**config.mk**
```make
export PLATFORM = sky130hd
export DESIGN_NAME = port_ab_pin_function_mux
export DESIGN_NICKNAME = d
export VERILOG_FILES = /design/src/core/pin_mux_pkg.sv /design/src/core/port_ab_pin_function_mux.sv
export SDC_FILE = /design/constraint.sdc
export NUM_CORES = 1
export LEC_CHECK = 0
export BUFFER_PORTS_ARGS = -buffer_cell sky130_fd_sc_hd__buf_2
export CORE_MARGIN = 4
export CORE_UTILIZATION = 40
export DETAILED_ROUTE_END_ITERATION = 10
export PLACE_DENSITY = 0.77
export SLEW_MARGIN = 20
export SYNTH_ARGS = -nofsm -noshare
export SYNTH_HDL_FRONTEND = slang
export SYNTH_SLANG_ARGS = --single-unit
```
**constraint.sdc**
```tcl
create_clock -name sys_clk -period 2.5 [get_ports sys_clk]
set_input_delay 0.625 -clock sys_clk [delete_from_list [all_inputs] [get_ports sys_clk]]
set_output_delay 0.625 -clock sys_clk [all_outputs]
set_load 0.005 [all_outputs]
```
**src/core/pin_mux_pkg.sv**
```systemverilog
// package for the port a/b pin-function mux
// Notes on behaviour
// After reset every pin of the group is in general-purpose I/O use.
// In general-purpose use each pin's direction is set by software on its own.
// The alternate function of each pin is chosen by system integration unit settings.
// With SPI routed, the master-in/slave-out line is an input in master mode and an output in slave mode.
// An SPI slave that is not selected leaves its master-in/slave-out line undriven.
// A slave presents each MISO bit half a serial clock before the master samples it.
// A master presents each MOSI bit half a serial clock before the slave samples it.
// Fault pins routed as fault inputs let off-chip faults disable chosen PWM outputs; here any fault enabled in fault_pwm_mask disables all five.
// Timer channels two and three can each go to a port A pin or a port B pin.
// PWM channels sharing a port A pin drive that pin as outputs when selected.
// A pin given to a peripheral ignores its GPIO direction and data and follows the peripheral.
`default_nettype none
package pin_mux_pkg;

  localparam int NUM_PINS = 7;
  // pin index order
  localparam int PIN_B2 = 0;
  localparam int PIN_B3 = 1;
  localparam int PIN_A0 = 2;
  localparam int PIN_A1 = 3;
  localparam int PIN_A2 = 4;
  localparam int PIN_A4 = 5;
  localparam int PIN_A5 = 6;

  // function select code per pin
  typedef enum logic [1:0] {
    FN_GPIO,
    FN_ALT1,
    FN_ALT2,
    FN_ALT3
  } pin_fn_e;

  localparam pin_fn_e FN_RESET = FN_GPIO;

  // one pin's drive pair
  typedef struct packed {
    logic o;
    logic oe;
  } pin_drive_s;

  // spi data-line side
  typedef struct packed {
    logic master;
    logic ss_active;
    logic mosi_out;
    logic miso_out;
  } spi_side_s;

endpackage
`default_nettype wire

```
**src/core/port_ab_pin_function_mux.sv**
```systemverilog
// pin-function mux for port a/b pins shared with spi, pwm, fault and timer
`timescale 1ns/1ps
`default_nettype none
module port_ab_pin_function_mux
(
  // clock and reset
  input  wire logic                                    sys_clk,
  input  wire logic                                    rst,
  // system integration unit selects
  input  wire pin_mux_pkg::pin_fn_e [6:0]              fn_sel,
  input  wire logic [1:0]                              fault_pwm_mask,
  // gpio control and sampled input
  input  wire logic [6:0]                              gpio_dir_out,
  input  wire logic [6:0]                              gpio_data_out,
  output logic [6:0]                                   gpio_data_in,
  // spi
  input  wire pin_mux_pkg::spi_side_s                  spi,
  output logic                                         spi_miso_in,
  output logic                                         spi_mosi_in,
  // pwm and faults
  input  wire logic [4:0]                              pwm_out,
  output logic [1:0]                                   fault_in,
  // timers (index 0: channel 2, 1: channel 3)
  input  wire logic [1:0]                              timer_out,
  input  wire logic [1:0]                              timer_oe,
  output logic [1:0]                                   timer_in,
  // pins
  input  wire logic [6:0]                              pin_i,
  output logic [6:0]                                   pin_o,
  output logic [6:0]                                   pin_oe
);

  logic [6:0] meta_q;
  logic [6:0] sync_q;
  logic [6:0] pin_o_d;
  logic [6:0] pin_oe_d;
  logic [6:0] pin_o_q;
  logic [6:0] pin_oe_q;
  logic [1:0] fault_d;
  logic [1:0] timer_in_d;
  logic [1:0] fault_q;
  logic [1:0] timer_in_q;
  logic       miso_in_q;
  logic       mosi_in_q;
  logic       miso_in_d;
  logic       mosi_in_d;
  logic [4:0] pwm_gated;

  // pwm channels on pins a0,a1,a2,a4,a5; any masked fault disables all of them
  always_comb
  begin
    pwm_gated = pwm_out;
    if (|(fault_q & fault_pwm_mask))
    begin
      pwm_gated = 5'h00;
    end
  end

  always_comb
  begin
    pin_o_d    = gpio_data_out;
    pin_oe_d   = gpio_dir_out;
    fault_d    = 2'h0;
    timer_in_d = 2'h0;
    miso_in_d  = 1'h0;
    mosi_in_d  = 1'h0;
    // b2: gpio / miso / timer 2
    case (fn_sel[pin_mux_pkg::PIN_B2])
      pin_mux_pkg::FN_ALT1:
      begin
        pin_o_d[0]  = spi.miso_out;
        pin_oe_d[0] = !spi.master && spi.ss_active;
        miso_in_d   = sync_q[0];
      end
      pin_mux_pkg::FN_ALT2:
      begin
        pin_o_d[0]    = timer_out[0];
        pin_oe_d[0]   = timer_oe[0];
        timer_in_d[0] = sync_q[0];
      end
      default:
      begin
      end
    endcase
    // b3: gpio / mosi / timer 3
    case (fn_sel[pin_mux_pkg::PIN_B3])
      pin_mux_pkg::FN_ALT1:
      begin
        pin_o_d[1]  = spi.mosi_out;
        pin_oe_d[1] = spi.master;
        mosi_in_d   = sync_q[1];
      end
      pin_mux_pkg::FN_ALT2:
      begin
        pin_o_d[1]    = timer_out[1];
        pin_oe_d[1]   = timer_oe[1];
        timer_in_d[1] = sync_q[1];
      end
      default:
      begin
      end
    endcase
    // a0, a1, a2: gpio / pwm
    for (int i = 0; i < 3; i++)
    begin
      if (fn_sel[pin_mux_pkg::PIN_A0 + i] == pin_mux_pkg::FN_ALT1)
      begin
        pin_o_d[2 + i]  = pwm_gated[i];
        pin_oe_d[2 + i] = 1'h1;
      end
    end
    // a4, a5: gpio / pwm / fault / timer
    for (int j = 0; j < 2; j++)
    begin
      case (fn_sel[pin_mux_pkg::PIN_A4 + j])
        pin_mux_pkg::FN_ALT1:
        begin
          pin_o_d[5 + j]  = pwm_gated[3 + j];
          pin_oe_d[5 + j] = 1'h1;
        end
        pin_mux_pkg::FN_ALT2:
        begin
          pin_oe_d[5 + j] = 1'h0;
          fault_d[j]      = sync_q[5 + j];
        end
        pin_mux_pkg::FN_ALT3:
        begin
          pin_o_d[5 + j]  = timer_out[j];
          pin_oe_d[5 + j] = timer_oe[j];
          timer_in_d[j]   = timer_in_d[j] | sync_q[5 + j];
        end
        default:
        begin
        end
      endcase
    end
  end

  always_ff @(posedge sys_clk)
  begin
    if (rst)
    begin
      meta_q     <= 7'h00;
      sync_q     <= 7'h00;
      pin_o_q    <= 7'h00;
      pin_oe_q   <= 7'h00;
      fault_q    <= 2'h0;
      timer_in_q <= 2'h0;
      miso_in_q  <= 1'h0;
      mosi_in_q  <= 1'h0;
    end
    else
    begin
      meta_q     <= pin_i;
      sync_q     <= meta_q;
      pin_o_q    <= pin_o_d;
      pin_oe_q   <= pin_oe_d;
      fault_q    <= fault_d;
      timer_in_q <= timer_in_d;
      miso_in_q  <= miso_in_d;
      mosi_in_q  <= mosi_in_d;
    end
  end

  assign pin_o        = pin_o_q;
  assign pin_oe       = pin_oe_q;
  assign gpio_data_in = sync_q;
  assign fault_in     = fault_q;
  assign timer_in     = timer_in_q;
  assign spi_miso_in  = miso_in_q;
  assign spi_mosi_in  = mosi_in_q;
endmodule
`default_nettype wire

```
==> results.cfg, run 1 <==
[worst_setup_path]
crit_chain = buf_2
arrival_ns = 0.86
endpoint_kind = output port
reg2reg_slack_ns = 1.55
worstSetupPathType = flop to output port
start_kind = flop
worst-r2r-cell-count = 3
crit_buf_inv = 1
required_ns = 1.88
critPathMaxStageDelay_ns = 0.39
cpMaxStageDelayCell = dfxtp_1
reg2reg_from = fault_in[0]
crit_family = flip-flops
cp_max_fo = 2
r2r_end = pin_o[5]
crit_path_start = fault_in[1]

[logic_synthesis]
yosys_warnings = 0
synth_cell_types = 19
synth_edf_count = 0
syn-cell-area_um2 = 1187
synth.area.top_cells = dfxtp_1, nor2b_1, ha_1
async_reset_ff_share_pct = 0
syn_area_per_cell_um2 = 10.15
netlist_top_cells_count = dfxtp_1, nor2b_1, a21oi_1, nor2_1, inv_1
synth_top_cell_by_area = dfxtp_1
ys_seq_elements = 34
netlist.area_leader.share_pct = 57.32
synth.most_common_cell = dfxtp_1
synthCells = 117
yosys_most_used_dff = dfxtp_1
synth_fp_nets = 173
ys_seq_area_share_pct = 57.32

[clock_network]
clockBufferDepth = 2
htree_levels = 2
cts_setup_buffers = 0
clkTransAtPathRegs_ns = 0.10
cts.sinks = 34
clk_latency_ns = 0.33
numCtsBuffers = 5
cts_hold_buf = 0
cts_tree = built
cts-root-buf = clkbuf_4
cts_resized = 0

[pwr]
swShare_pct = 22.45
vdd_drop_max_mv = 0.3903
cellPowerDensity_nw_per_um2 = 651.1
p_clk_share_pct = 35.2
p_int_uw = 847.8
pwr-share-comb_pct = 11.9
seqPwrFrac_pct = 52.9
p_total_uw = 1093
switching_power_uw = 245.4
p_leak_uw = 0.0008824

[route]
first_pass_iters = 4
via_per_inst = 4.835
wl_per_cell_um = 12.87
drt_iter0_drc = 70
routed_wl_mm = 2.972
dr_total_vias = 1117
ant_nets = 0
drc = 0

[cells_and_area]
final_layout_size_suffix_gt1_share_pct = 43.50
multiInputGateArea_um2 = 465.4
seq_area_um2 = 680.7
areaGrowthSynthToFinish_pct = 41.41
num-nets-final = 255
fill_cells = 269
antenna_cells = 0

[grt]
grt_use_total_pct = 16.35
grt_max_degree = 35
antenna_found_initial = 0
grt_pass1_vias = 1202
grt_overflow = 0
grt_pass1_wl_mm = 5.057

[min_path]
whs_path_depth = 1
min_path_type = flop to flop
hold_end = gpio_data_in[5]
min_from = meta_q[5]

[die]
ios = 79
die_y_um = 62.49
coreArea_um2 = 2805
rows = 19
dieArea_um2 = 3904
initial_core_util_pct = 42.33
fp.dieW_um = 62.49

[timing]
relSlewSlack_pct = 62.82
worstMarginPinSlew_ns = 0.5578
max_freq_mhz = 674.6
setup_violations = 0
timing.setup.tns_ns = 0
rsz0062_at_grt = false
min_period_ns = 1.482
drv_slew = 0
fin_worst_skew_ns = 0.001652
post-route-period-util_pct = 59.29
finalHoldViolations = 0

[placed_design]
gp_congestion = 0.7950
hpwl_mm = 2.379
portBuffers = 78

[status]
status = completed

[flow_run]
drv_cap = 0
power groups by stage:
stage	clock (uW)	combinational (uW)	sequential, uW
floorplan	0	52.0	593
global placement	0	125	589
detailed placement	0	132	591
CTS	400	133	579
global route	426	149	581
finish	385	130	578
sequential cells by signal, summed over array words and instances, names as in the netlist:
name / flops
fault_in: 2
gpio_data_in: 7
meta_q: 7
pin_o: 7
pin_oe: 7
spi_miso_in: 1
spi_mosi_in: 1
timer_in: 2
metal layers:
metal / vias up / track usage [%] / part of all wire [%]
li1: 559 / - / -
met1: 508 / 16.33 / 35
met2: 43 / 28.76 / 55
met3: 7 / 6.655 / 8.4
met4: 0 / 8.815 / 1.9
met5: - / 0 / 0
how the worst max path moves through the flow:
| stage | endpoint | depth (start not counted) |
|---|---|---|
| after floorplan | pin_o[0] | 4 |
| after global placement | pin_o[0] | 5 |
| after detailed placement | pin_o[0] | 5 |
| after CTS | fault_in[1] | 1 |
| after global routing | fault_in[1] | 1 |
| final | fault_in[1] | 1 |
cell type report:
class	count	share of cell area [%]
Tap cell	31	2.310
Clock buffer	5	2.235
Timing Repair Buffer	78	23.25
Inverter	7	1.565
Multi-Input combinational cell	73	27.72
Clock inverter	3	2.385
Sequential cell	34	40.54
kinds of logic after synthesis:
logic type / Yosys count / synth area share (%)
flip-flops: 34 / 57.32
adder cells (fa/ha/maj): 4 / 4.215
buffers and inverters: 10 / 3.477
AO/OA/AOI/OAI: 19 / 11.49
AND/OR/NAND/NOR: 50 / 23.50
cells in the final DEF, fill, tap and decap left out, types with 2 or more instances in the layout:
cell      synthesis  routed
o21ai_0           2       2
nor2_1            8       8
a221oi_1          4       4
nand3_1           3       3
a31oi_1           2       2
ha_1              4       4
clkinv_2          0       2
buf_2             3      78
nor3_1            5       5
nand4_1           2       2
inv_1             7       7
and3b_1           2       2
a21oi_1           8       8
nand2b_1          3       3
a32oi_1           2       2
nand2_1           4       4
nor2b_1          22      22
dfxtp_1          34      34
clkbuf_4          0       5
through the flow:
| stage | area (um2) | utilization [%] | hold slack (ns) | instances | worst slack, ns |
|---|---|---|---|---|---|
| 2_1_floorplan | 1187 | - | 0.4138 | 117 | 1.159 |
| 3_3_place_gp | 1602 | 57.09 | 0.4182 | 223 | 1.022 |
| 3_5_place_dp | 1602 | 57.09 | 0.4346 | 223 | 0.9398 |
| 4_1_cts | 1679 | 59.86 | 0.4608 | 231 | 0.9993 |
| 5_1_grt | 1679 | 59.86 | 0.4684 | 231 | 0.9547 |
| 6_report | 1679 | 59.86 | 0.4559 | 231 | 1.018 |
No activity file was read; power rests on OpenSTA's default activity.
==> run 2: changes to the inputs <==
Clock period 2.5 ns to 1.5 ns, I/O delays scaled along.
==> run 2 against run 1 <==
Compared with the run above:
- worst setup slack got worse by 0.74 ns
- via count fell by 0.36%
- sequential power is 66% higher
- register-to-register slack got worse by 0.99 ns
- critical path type unchanged
- highest routed layer unchanged
==> results.cfg, run 2 (synthesis results as in run 1) <==
[grt]
grt_use_met2_pct = 27.30
use_met1_pct = 14.13
antenna_found_initial = 0
grt_pass1_vias = 1092
grt_max_degree = 24
grt_pass1_wl_mm = 4.588
top_usage_layer = met2
grt_use_total_pct = 14.65
use_met3_pct = 6.295
grt_overflow = 0

[timing]
fin_worst_skew_ns = 0.005870
holdWs_ns = 0.2518
finalHoldViolations = 0
relSlewSlack_pct = 74.65
setup_ws_ns = 0.2743
timing.setup.tns_ns = 0
max_freq_mhz = 815.8
min_period_ns = 1.226
worstMarginPinSlew_ns = 0.3802
post-route-period-util_pct = 81.71
rsz0062_at_grt = false
drv_slew = 0
setup_violations = 0

[clock_network]
clockBufferDepth = 2
cts-root-buf = clkbuf_4
cts_hold_buf = 0
htree_levels = 2
cts_tree = built
cts.sinks = 34
numCtsBuffers = 5
cts_resized = 0
cts_setup_buffers = 0
clkTransAtPathRegs_ns = 0.10
clk_latency_ns = 0.32

[cells_and_area]
mostFrequentLayoutCell = buf_2
fill_cells = 271
antenna_cells = 0
areaGrowthSynthToFinish_pct = 42.36
num-nets-final = 256
final_util_pct = 60.26
final_layout_size_suffix_gt1_share_pct = 43.50
final_cell_mix = buf_2, dfxtp_1, nor2b_1

[die]
coreArea_um2 = 2805
rows = 19
initial_core_util_pct = 42.33
dieArea_um2 = 3904
ios = 79
die_y_um = 62.49
fp.dieW_um = 62.49

[worst_setup_path]
worstSetupPathType = flop to output port
arrival_ns = 0.85
cp_max_fo = 2
crit_chain = buf_2
endpoint_kind = output port
cpMaxStageDelayCell = dfxtp_1
critPathMaxStageDelay_ns = 0.39
crit_buf_inv = 1
required_ns = 1.12
crit_family = flip-flops
start_kind = flop

[route]
drc = 0
routed_wl_mm = 2.854
via_per_inst = 4.818
dr_total_vias = 1113
wl_per_cell_um = 12.35
ant_nets = 0
drt_iter0_drc = 20
first_pass_iters = 4

[pwr]
cellPowerDensity_nw_per_um2 = 1098
p_leak_uw = 0.0008866
vdd_drop_max_mv = 0.6677

[placed_design]
gp_congestion = 0.7823
hpwl_mm = 2.281
portBuffers = 78
place_ws_ns = 0.2166

[status]
status = completed

[min_path]
min_path_type = input port to flop

[flow_run]
drv_cap = 0
==> run 2: changes by cell type in the layout (fill, tap and decap cells not counted), sizes merged <==
cell | previous run | this run
clkinv | 2 | 0
clkbuf | 5 | 6
buf | 78 | 79
==> run 2: area by class of cell <==
class	count	area, um2	area share, %
multi-input combinational	73	465.4	27.54
timing repair buffer	79	397.9	23.54
clock buffer	6	51.30	3.035
clock inverter	1	30.03	1.776
tap	31	38.79	2.295
sequential	34	680.7	40.27
inverter	7	26.28	1.554
==> run 2: power breakdown <==
group / switching (uW) / internal [uW]
combinational: 99.2 / 120
clock: 289 / 388
sequential: 11.3 / 949
==> run 2: worst register-to-register path: stages (launching register included) <==
cell and delay (ns):
dfxtp_1 0.34, a22oi_4 0.28, nand3_1 0.11, a21oi_1 0.14
==> run 2: path summary, 6_finish.rpt <==
check | startpoint | slack [ns] | end | depth (start not counted)
worst min-delay path | pin_i[0] | 0.25 | meta_q[0] | 2
worst max register to register | fault_in[0] | 0.56 | pin_o[4] | 3
worst max-delay path | fault_in[1] | 0.27 | fault_in[1] | 1
worst min register to register | meta_q[5] | 0.44 | gpio_data_in[5] | 1
==> run 2: per-layer routing <==
| metal | wire (um) | part of all wire [%] |
|---|---|---|
| met5 | 0 | 0 |
| met3 | 232 | 8.1 |
| met2 | 1534 | 54 |
| met1 | 1066 | 37 |
| met4 | 20 | 0.70 |
==> run 2: metrics by stage <==
stage                     power [uW]  cell area (um2)  cells
after floorplan                 1075             1187    117
after global placement          1192             1609    224
after detailed placement        1202             1609    224
after CTS                       1880             1690    231
after global routing            1945             1690    231
final                           1857             1690    231
==> run 3: changes to the inputs <==
Clock period 1.5 ns to 1.2 ns, I/O delays scaled along.
==> run 3 against run 2 <==
Compared with the run above:
- hold slack got worse by 0.066 ns
- non-clock buffer count increased by 1
- wire length increased by 1.7%
- register-to-register slack got worse by 0.30 ns
- via count increased by 1.1%
- clock skew decreased by 0.0011 ns
- utilization decreased by 1.0 points
- global-route usage increased by 0.80 points
- final cell count increased by 0.43%
- design area decreased by 1.7%
- first-iteration DRC count decreased by 65%
==> results.cfg, run 3 (synthesis results as in run 1) <==
[status]
status = completed

[die]
initial_core_util_pct = 42.33
rows = 19
die_y_um = 62.49
ios = 79
coreArea_um2 = 2805
fp.dieW_um = 62.49
dieArea_um2 = 3904

[cells_and_area]
areaGrowthSynthToFinish_pct = 39.94
antenna_cells = 0
mostFrequentLayoutCell = buf_2
num-nets-final = 257
fin_area_um2 = 1662
final_cell_mix = buf_2, dfxtp_1, nor2b_1
final_layout_size_suffix_gt1_share_pct = 42.79

[worst_setup_path]
reg2reg_slack_ns = 0.26
crit_chain = buf_2
arrival_ns = 0.84
required_ns = 0.90
critPathMaxStageDelay_ns = 0.39
worstSetupPathType = flop to output port
cp_max_fo = 2
cpMaxStageDelayCell = dfxtp_1
crit_buf_inv = 1
start_kind = flop
crit_family = flip-flops
endpoint_kind = output port

[route]
dr_total_vias = 1125
ant_nets = 0
via_per_inst = 4.849
drt_iter0_drc = 7
first_pass_iters = 4
drc = 0
wl_per_cell_um = 12.51
routed_wl_mm = 2.902

[timing]
max_freq_mhz = 876.3
rsz0062_at_grt = false
relSlewSlack_pct = 82.26
drv_slew = 0
min_period_ns = 1.141
setup_violations = 0
finalHoldViolations = 0
timing.setup.tns_ns = 0
worstMarginPinSlew_ns = 0.2661
post-route-period-util_pct = 95.10
fin_worst_skew_ns = 0.004783

[clock_network]
clockBufferDepth = 2
cts.sinks = 34
clk_latency_ns = 0.32
cts_hold_buf = 0
clkTransAtPathRegs_ns = 0.09
cts-root-buf = clkbuf_4
cts_resized = 0
cts_setup_buffers = 0
numCtsBuffers = 5
cts_tree = built
htree_levels = 2

[grt]
grt_overflow = 0
grt_pass1_wl_mm = 4.878
grt_use_total_pct = 15.45
antenna_found_initial = 0
grt_max_degree = 17
grt_pass1_vias = 1172

[pwr]
cellPowerDensity_nw_per_um2 = 1221
p_leak_uw = 0.0008724
vdd_drop_max_mv = 0.7851

[placed_design]
dpl_cell_area_um2 = 1617
portBuffers = 78
gp_congestion = 0.7934
hpwl_mm = 2.417

[flow_run]
drv_cap = 0

[min_path]
min_path_type = input port to flop
==> run 3: cell count changes in the layout (fill, tap and decap cells not counted) <==
| cell | previous run | this run |
|---|---|---|
| buf_4 | 1 | 2 |
| clkbuf_8 | 1 | 0 |
| bufinv_16 | 1 | 0 |
| clkbuf_1 | 0 | 2 |
==> run 3: stage by stage <==
stage	hold slack, ns	std cells	total power [uW]	utilization [%]	setup slack [ns]
5_1_grt	0.1527	232	2154	59.23	0.001508
4_1_cts	0.1652	232	2061	59.23	0.04225
2_1_floorplan	0.3716	117	1344	-	0.1842
3_3_place_gp	0.4175	225	1494	57.63	0.06222
6_report	0.1860	232	2029	59.23	0.05885
3_5_place_dp	0.4254	225	1508	57.63	0.005027
==> run 3: layout make-up <==
type	instances	area, um2
inverters	7	26.28
fillers	261	1144
well taps	31	38.79
flip-flops and latches	34	680.7
clock buffers	7	45.04
multi-input cells	73	465.4
repair buffers	80	405.4
==> run 3: path summary, 6_finish.rpt <==
kind	startpoint	end	cells after the start
max	fault_in[1]	fault_in[1]	1
min	pin_i[4]	meta_q[4]	2
max reg2reg	fault_in[0]	pin_o[5]	3
min reg2reg	meta_q[6]	gpio_data_in[6]	1
==> run 3: where the power goes <==
group | total [uW] | switching, uW | internal, uW
registers | 1200 | 15.5 | 1190
clock network | 552 | 331 | 221
logic | 275 | 123 | 152
total | 2030 | 470 | 1560
==> run 3: routing by layer <==
metal  GRT usage [%]  part of all wire, %
met5               0                    0
met4           5.234                 0.86
met3           7.914                  9.3
met2           28.89                   54
met1           14.24                   35
